[config.mk]
export PLATFORM = sky130hd
export DESIGN_NAME = uic_interface_config
export DESIGN_NICKNAME = d
export VERILOG_FILES = /design/src/uic_pkg.sv /design/src/uic_sync.sv /design/src/uic_interface_config.sv
export SDC_FILE = /design/constraint.sdc
export NUM_CORES = 1
export LEC_CHECK = 0
export ABC_AREA = 1
export BUFFER_PORTS_ARGS = -buffer_cell sky130_fd_sc_hd__buf_2
export CORE_UTILIZATION = 44
export CTS_CLUSTER_SIZE = 16
export DETAILED_ROUTE_END_ITERATION = 8
export PLACE_DENSITY = 0.85
export SYNTH_ARGS = -nofsm -noshare
export SYNTH_HDL_FRONTEND = slang
export SYNTH_HIERARCHICAL = 1
export SYNTH_SLANG_ARGS = --single-unit
[constraint.sdc]
create_clock -name clk_sys -period 1.45 [get_ports clk_sys]
set_clock_uncertainty 0.15 [all_clocks]
set_input_delay 0.0725 -clock clk_sys [delete_from_list [all_inputs] [get_ports clk_sys]]
set_output_delay 0.0725 -clock clk_sys [all_outputs]
set_load 0.02 [all_outputs]
[src/uic_pkg.sv]
package uic_pkg;
   // register location on the internal register port
   localparam logic [7:0] UIC_IFCFG_OFS = 8'h14;
   localparam logic [7:0] UIC_FILTCFG_OFS = 8'h15;
   // field positions of interface_config
   localparam int UIC_TOPO_HI = 15;
   localparam int UIC_TOPO_LO = 14;
   localparam int UIC_UP_FLOAT = 13;
   localparam int UIC_LO_FLOAT = 12;
   localparam int UIC_KEEPALIVE = 9;
   localparam int UIC_HOST = 8;
   localparam int UIC_CHK_BYTE = 3;
   localparam int UIC_CRC_DIS = 2;
   localparam int UIC_ALARM_EN = 1;
   localparam int UIC_DBL_BUF = 0;
   // reset value, writable bits, bits kept over a software power-on reset
   localparam logic [15:0] UIC_IFCFG_RST = 16'hC108;
   localparam logic [15:0] UIC_IFCFG_WMASK = 16'hFEFF;
   localparam logic [15:0] UIC_IFCFG_KEEP = 16'hF102;
   localparam logic [15:0] UIC_ZERO16 = 16'h0000;
   // topology codes
   typedef enum logic [1:0]
   {
      UIC_TOPO_EXT_LOOP = 2'b00,
      UIC_TOPO_INT_LOOP = 2'b01,
      UIC_TOPO_DIFF_ALARM = 2'b10,
      UIC_TOPO_DUAL = 2'b11
   } uic_topo_t;
   // idle detection on a relayed path
   localparam int UIC_CLK_NS = 25;
   localparam int UIC_IDLE_NS = 1000;
   localparam logic [5:0] UIC_IDLE_CYC = 6'((UIC_IDLE_NS + UIC_CLK_NS - 1) / UIC_CLK_NS);
   localparam logic [5:0] UIC_CNT_ZERO = 6'h00;
   localparam logic [5:0] UIC_CNT_ONE = 6'h01;
   localparam int UIC_SYNC_W = 3;
endpackage

[src/uic_sync.sv]
`timescale 1ns/10ps
module uic_sync
   import uic_pkg::*;
(
   input wire logic clk_sys,
   input wire logic rst,
   input wire logic [UIC_SYNC_W-1:0] async_in,
   output logic [UIC_SYNC_W-1:0] sync_out
);
   logic [UIC_SYNC_W-1:0] meta_q;

   // two flip-flop level synchroniser
   always_ff @(posedge clk_sys or posedge rst)
   begin
      if (rst)
      begin
         meta_q <= '0;
         sync_out <= '0;
      end
      else
      begin
         meta_q <= async_in;
         sync_out <= meta_q;
      end
   end
endmodule

[src/uic_interface_config.sv]
`timescale 1ns/10ps
// Notes on behaviour
// - topology selector decodes four path arrangements
// - upward path relays lower receive to upper transmit
// - dual path: writes only from host path
// - downward path relays upper receive to lower transmit
// - software reset keeps topology, idles, host, alarm
// - power-up topology is dual path
// - upper transmitter idles low or floats
// - lower transmitter idles low or floats
// - spare bits read back last written value until a software reset clears them
// - keepalive enable appends alive counter byte
// - host indicator read-only, one means upward
// - host changes only on select commands
// - check byte required when bit set
// - crc disable skips packet check enforcement
// - alarm disabled single-ended: output floats, input ignored
// - alarm disabled differential: down path idles
// - alarm enabled: local and neighbour alarms forwarded
// - double buffer moves results at next start
module uic_interface_config
   import uic_pkg::*;
(
   input wire logic clk_sys,
   input wire logic rst,
   input wire logic reg_wr_en,
   input wire logic [7:0] reg_wr_addr,
   input wire logic [15:0] reg_wr_data,
   input wire logic reg_wr_from_up,
   input wire logic [7:0] reg_rd_addr,
   output logic [15:0] reg_rd_data,
   output logic reg_wr_refused,
   input wire logic select_up_host_cmd,
   input wire logic select_down_host_cmd,
   input wire logic software_power_on_reset,
   input wire logic [15:0] primary_alarm_status,
   input wire logic acq_start,
   input wire logic acq_end,
   output logic result_transfer,
   input wire logic lower_receive_port,
   input wire logic upper_receive_port,
   input wire logic alarm_input_pin,
   output logic upper_transmit_port_o,
   output logic upper_transmit_port_oe,
   output logic lower_transmit_port_o,
   output logic lower_transmit_port_oe,
   output logic alarm_output_pin_o,
   output logic alarm_output_pin_oe,
   output logic [1:0] serial_topology_sel,
   output logic host_path_indicator,
   output logic keepalive_count_enable,
   output logic check_byte_required,
   output logic crc_disable,
   output logic alarm_enable,
   output logic double_buffer_enable
);
   typedef struct packed
   {
      logic [15:0] cfg;
      logic [15:0] rd_data;
      logic wr_refused;
      logic xfer;
      logic xfer_pend;
      logic [5:0] up_cnt;
      logic [5:0] lo_cnt;
      logic tx_up;
      logic tx_up_oe;
      logic tx_lo;
      logic tx_lo_oe;
      logic alm;
      logic alm_oe;
   } uic_state_t;

   uic_state_t s_q;
   uic_state_t s_d;
   logic [UIC_SYNC_W-1:0] pins_s;
   logic rx_lo_s;
   logic rx_up_s;
   logic alm_in_s;
   logic wr_hit;
   logic wr_ok;
   logic local_alarm;
   logic alarm_level;
   uic_topo_t topo;

   ////////////////////////////////////////////////////////////////////////////
   // pin synchronisation

   uic_sync u_sync
   (
      .clk_sys(clk_sys),
      .rst(rst),
      .async_in({alarm_input_pin, upper_receive_port, lower_receive_port}),
      .sync_out(pins_s)
   );

   assign rx_lo_s = pins_s[0];
   assign rx_up_s = pins_s[1];
   assign alm_in_s = pins_s[2];

   ////////////////////////////////////////////////////////////////////////////
   // helpers

   function automatic logic is_dual(input logic [15:0] c);
      is_dual = (c[UIC_TOPO_HI:UIC_TOPO_LO] == UIC_TOPO_DUAL);
   endfunction

   function automatic logic [5:0] idle_count(input logic active, input logic [5:0] cnt);
      if (active)
      begin
         idle_count = UIC_IDLE_CYC;
      end
      else if (cnt != UIC_CNT_ZERO)
      begin
         idle_count = cnt - UIC_CNT_ONE;
      end
      else
      begin
         idle_count = UIC_CNT_ZERO;
      end
   endfunction

   assign topo = uic_topo_t'(s_q.cfg[UIC_TOPO_HI:UIC_TOPO_LO]);
   assign wr_hit = reg_wr_en && (reg_wr_addr == UIC_IFCFG_OFS);
   // only the host path may write in dual topology
   assign wr_ok = !is_dual(s_q.cfg) || (reg_wr_from_up == s_q.cfg[UIC_HOST]);
   assign local_alarm = |primary_alarm_status;
   // in differential mode the neighbour alarm arrives on the down path
   assign alarm_level = local_alarm || ((topo == UIC_TOPO_DIFF_ALARM) ? rx_up_s : alm_in_s);

   ////////////////////////////////////////////////////////////////////////////
   // next state

   always_comb
   begin
      s_d = s_q;
      s_d.wr_refused = 1'b0;
      s_d.xfer = 1'b0;
      // configuration register
      if (software_power_on_reset)
      begin
         s_d.cfg = (s_q.cfg & UIC_IFCFG_KEEP) | (UIC_IFCFG_RST & ~UIC_IFCFG_KEEP);
      end
      else if (wr_hit && wr_ok)
      begin
         s_d.cfg = (s_q.cfg & ~UIC_IFCFG_WMASK) | (reg_wr_data & UIC_IFCFG_WMASK);
      end
      else if (wr_hit)
      begin
         s_d.wr_refused = 1'b1;
      end
      // host selection by command only
      if (select_up_host_cmd)
      begin
         s_d.cfg[UIC_HOST] = 1'b1;
      end
      else if (select_down_host_cmd && is_dual(s_q.cfg))
      begin
         s_d.cfg[UIC_HOST] = 1'b0;
      end
      // read-back, host indicator shows live selection
      s_d.rd_data = (reg_rd_addr == UIC_IFCFG_OFS) ? s_q.cfg : UIC_ZERO16;
      // result transfer timing
      if (s_q.cfg[UIC_DBL_BUF])
      begin
         if (acq_start && (s_q.xfer_pend || acq_end))
         begin
            s_d.xfer = 1'b1;
            s_d.xfer_pend = 1'b0;
         end
         else if (acq_end)
         begin
            s_d.xfer_pend = 1'b1;
         end
      end
      else
      begin
         s_d.xfer = acq_end;
         s_d.xfer_pend = 1'b0;
      end
      // upward relay
      s_d.up_cnt = idle_count(rx_lo_s, s_q.up_cnt);
      s_d.tx_up = rx_lo_s;
      s_d.tx_up_oe = rx_lo_s || (s_q.up_cnt != UIC_CNT_ZERO) || !s_q.cfg[UIC_UP_FLOAT];
      // downward relay or differential alarm
      s_d.lo_cnt = idle_count(rx_up_s, s_q.lo_cnt);
      s_d.alm = 1'b0;
      s_d.alm_oe = 1'b0;
      case (topo)
         UIC_TOPO_DIFF_ALARM:
         begin
            if (s_q.cfg[UIC_ALARM_EN])
            begin
               s_d.tx_lo = alarm_level;
               s_d.tx_lo_oe = 1'b1;
            end
            else
            begin
               s_d.tx_lo = 1'b0;
               s_d.tx_lo_oe = !s_q.cfg[UIC_LO_FLOAT];
            end
         end
         UIC_TOPO_EXT_LOOP, UIC_TOPO_INT_LOOP, UIC_TOPO_DUAL:
         begin
            s_d.tx_lo = rx_up_s;
            s_d.tx_lo_oe = rx_up_s || (s_q.lo_cnt != UIC_CNT_ZERO) || !s_q.cfg[UIC_LO_FLOAT];
            s_d.alm = s_q.cfg[UIC_ALARM_EN] && alarm_level;
            s_d.alm_oe = s_q.cfg[UIC_ALARM_EN];
         end
         default:
         begin
            s_d.tx_lo = 1'b0;
            s_d.tx_lo_oe = 1'b1;
         end
      endcase
   end

   always_ff @(posedge clk_sys or posedge rst)
   begin
      if (rst)
      begin
         s_q <= '0;
         s_q.cfg <= UIC_IFCFG_RST;
         s_q.tx_up_oe <= 1'b1;
         s_q.tx_lo_oe <= 1'b1;
      end
      else
      begin
         s_q <= s_d;
      end
   end

   ////////////////////////////////////////////////////////////////////////////
   // outputs

   assign reg_rd_data = s_q.rd_data;
   assign reg_wr_refused = s_q.wr_refused;
   assign result_transfer = s_q.xfer;
   assign upper_transmit_port_o = s_q.tx_up;
   assign upper_transmit_port_oe = s_q.tx_up_oe;
   assign lower_transmit_port_o = s_q.tx_lo;
   assign lower_transmit_port_oe = s_q.tx_lo_oe;
   assign alarm_output_pin_o = s_q.alm;
   assign alarm_output_pin_oe = s_q.alm_oe;
   assign serial_topology_sel = s_q.cfg[UIC_TOPO_HI:UIC_TOPO_LO];
   assign host_path_indicator = s_q.cfg[UIC_HOST];
   assign keepalive_count_enable = s_q.cfg[UIC_KEEPALIVE];
   assign check_byte_required = s_q.cfg[UIC_CHK_BYTE];
   assign crc_disable = s_q.cfg[UIC_CRC_DIS];
   assign alarm_enable = s_q.cfg[UIC_ALARM_EN];
   assign double_buffer_enable = s_q.cfg[UIC_DBL_BUF];
endmodule

==> results.toml <==
[timing]
holdWs_ns = -0.0295
slew_headroom_pct = 79.7
max_freq_mhz = 695
slew_violations = 0
tightest_slew_ns = 0.303
rsz0062_at_grt = "yes"
setup_viol = 0
hold_viol = 1
period_minus_slack_ns = 1.44
min_period_over_period_pct = 99.3

[synth]
synth_flop_cell = "dfrtp_1"
synthCells = 283
synthArstFlopShare_pct = 100
synth_adder_area_share_pct = 1.94
synth_top_family_by_area = "simple AND/OR/NAND/NOR gates"
syn_area_sq_um = 2580
syn-num-nets = 347
synth.area.top_cells = "dfrtp_1, nand2_1, nor2_1"
yosys_register_bits = 59
synth-compound-area-share_pct = 1.80
ys_types = 27
synth_top_area_share_pct = 51.4
synth_edf_count = 0
avgSynthCellArea_sq_um = 9.11
yosys.area.top_type = "dfrtp_1"
synthMuxAreaShare_pct = 0
synth_warnings = 6
synthXorXnorAreaFrac_pct = 1.36
seq_area_frac_synth_pct = 57.5
yosys.area_share.simple_pct = 25.8

[floorplan]
start_util_pct = 46.3
die_y_um = 78.6
fp-row-count = 27
core_sq_um = 5570
pin_count = 92
die_w_um = 78.6
dieArea_sq_um = 6170

[worst_setup_path]
critPathTopFamily = "flip-flops"
cp_cell_sequence = "inv_1 > nand2_2 > nand3_4 > nand3_4 > nor2_4 > nand2_1 > nand2_1"
cpPeakStageDelay_ns = 0.57
cp_data_arrival_time_ns = 1.51
start_kind = "flip-flop"
worstPathBufferInverterCount = 1
slowest_stage = "dfstp_2"
critical_path_class = "reg -> reg"
cp_max_fo = 6
cp.required_ns = 1.52
crit_path_end_kind = "flip-flop"

[global_routing]
grt_pass1_vias = 2344
antenna_found_initial = 0
grt.total_usage_pct = 22.2
grt_pass1_wl_mm = 10.3
grt-ovfl-total = 0
grt_max_degree = 54

[place]
dp_hpwl_mm = 3.74
place_congestion = 0.775
port_buffers = 90

[flow_run]
drv_cap = 0

[route]
drtAntennaViolNets = 0
post-route-drc-count = 0
viasPerCell = 4.69
vias = 2313
avgRoutedWirePerCell_um = 13.1
drt_iter0_drc = 148
drtPass1Iterations = 4
wirelength_mm = 6.44

[clock_tree]
numCtsBuffers = 9
cts_tree = "built"
worstSkewPairLatency_ns = 0.33
cts_root_buffer = "clkbuf_8"
cts.sinks = 59
clkTransAtPathRegs_ns = 0.07
clock_path_buffers = 2
htree_levels = 3

[final_layout]
drive_gt1_share_pct = 34.4
final_core_util_pct = 66.9
n_fill_cell = 456
seqCellArea_sq_um = 1480
multi_input_area_sq_um = 870
layout.nets = 480
antennaDiodeCount = 0
syn2layout_area_growth_pct = 44.7

[status]
violations = "negative hold slack"
status = "finished with violations"

[pwr]
irDropWorstVdd_mv = 0.661
p_leak_nw = 1.95
power.density_nw_per_um2 = 962
finalPower_mw = 3.59

[worst_hold_path]
hold_path_class = "in -> reg"
[metrics by stage]
| stage | setup TNS (ns) | instances | cell area (sq um) | hold slack, ns | worst slack (ns) |
|---|---|---|---|---|---|
| 2_1_floorplan | 0 | 283 | 2590 | -0.287 | 0.00592 |
| 3_3_place_gp | 0 | 429 | 3020 | -0.129 | 0.0190 |
| 3_5_place_dp | -0.144 | 429 | 3020 | -0.121 | -0.0474 |
| 4_1_cts | -0.0146 | 489 | 3650 | 0.000305 | -0.00524 |
| 5_1_grt | -0.561 | 493 | 3730 | -0.00292 | -0.0672 |
| 6_report | 0 | 493 | 3730 | -0.0295 | 0.0108 |
[routing by layer]
layer / share of wire (%) / global-route usage (%) / vias up
met5: 0 / 0 / -
met4: 2.6 / 10.2 / 0
met3: 4.7 / 4.42 / 13
met2: 52 / 39.4 / 79
met1: 40 / 25.6 / 1094
li1: - / - / 1127
[cells in the mapped netlist, types with 2 or more instances]
library cell and n:
dfrtp_1 53, buf_2 2, nor2_1 49, nand3_1 16
xor2_1 2, dfstp_2 6, ha_1 4, nor3_1 3
nor2_2 2, a21oi_1 2, nor4_1 3, nand4_1 9
xnor2_1 2, nor2_4 2, nand3_2 2, inv_1 36
buf_4 18, nand2_1 60, o21ai_0 4
[kinds of logic (layout without fill, tap and decap cells)]
group,count (synthesis),count (layout)
xor+xnor,4,4
flops,59,59
buf+inv,59,195
fa+ha+maj,4,4
simple gates,149,151
compound gates,8,8
[what timing repair did]
| item | in CTS | in global routing |
|---|---|---|
| resized for setup | 1 | 15 |
| hold buffers | 42 | 0 |
| pin swaps | 1 | 6 |
| setup buffers | 0 | 4 |
| endpoints found under the setup margin | 9 | 18 |
| hold endpoints to repair | 83 | 0 |
| gates cloned | 2 | 0 |
[cell type report]
type	count	area share, %
Timing Repair Buffer	141	25.6
Clock buffer	14	4.63
Tap cell	72	2.41
Inverter	38	4.02
Sequential cell	59	39.8
Multi-Input combinational cell	167	23.3
Clock inverter	2	0.268
[tightest hold or removal path, cell delays in order]
cell     delay (ns)
buf_2          0.11
inv_1          0.06
nor2_2         0.04
nand3_2        0.08
nor4_1         0.05
[path summary, 6_finish.rpt]
check                           depth (start not counted)                start                  end  slack, ns
worst max register to register                          7  host_path_indicator          crc_disable       0.01
max in group asynchronous                               4                  rst  check_byte_required       0.65
worst min-delay path                                    5       reg_wr_addr[4]       reg_wr_refused      -0.03
min in group asynchronous                               3                  rst   u_sync/sync_out[2]       0.08
worst max-delay path                                    7  host_path_indicator          crc_disable       0.01
worst min register to register                          0     u_sync/meta_q[1]   u_sync/sync_out[1]       0.20
[registers in the layout, indices dropped and copies added, names as in the netlist, 2 cells and up]
name	flops
s_q	21
reg_rd_data	16
u_sync/meta_q	3
u_sync/sync_out	3
serial_topology_sel	2
[power by group]
group / total (mW) / leakage [nW] / internal [mW] / switching (mW)
sequential: 1.77 / 0.757 / 1.72 / 0.0533
combinational: 0.455 / 1.10 / 0.227 / 0.228
clock: 1.37 / 0.0965 / 0.756 / 0.609
total: 3.59 / 1.95 / 2.70 / 0.891
[layout by cell type, fill, tap and decap left out]
master	synthesis	final
dfrtp_1	53	53
inv_2	1	1
nand3_1	16	15
nand4_1	9	9
xor2_1	2	2
clkbuf_1	0	2
or2_2	1	1
buf_6	1	1
a21oi_1	2	2
o21ai_0	4	4
nor2_4	2	3
inv_1	36	35
dfstp_2	6	6
clkbuf_8	0	12
a21o_1	1	1
nor3_1	3	1
ha_1	4	4
xnor2_1	2	2
nand2_1	60	54
nand3_2	2	2
clkinvlp_4	0	2
clkinv_2	0	2
buf_2	2	90
nor3_2	0	2
nand3_4	1	3
nor2_2	2	5
nor2_1	49	46
buf_4	18	7
o2111ai_1	1	1
dlygate4sd3_1	0	42
nand2_2	1	7
nor4_1	3	3
buf_12	0	1
Note: power is estimated with default switching activity, not from simulation.
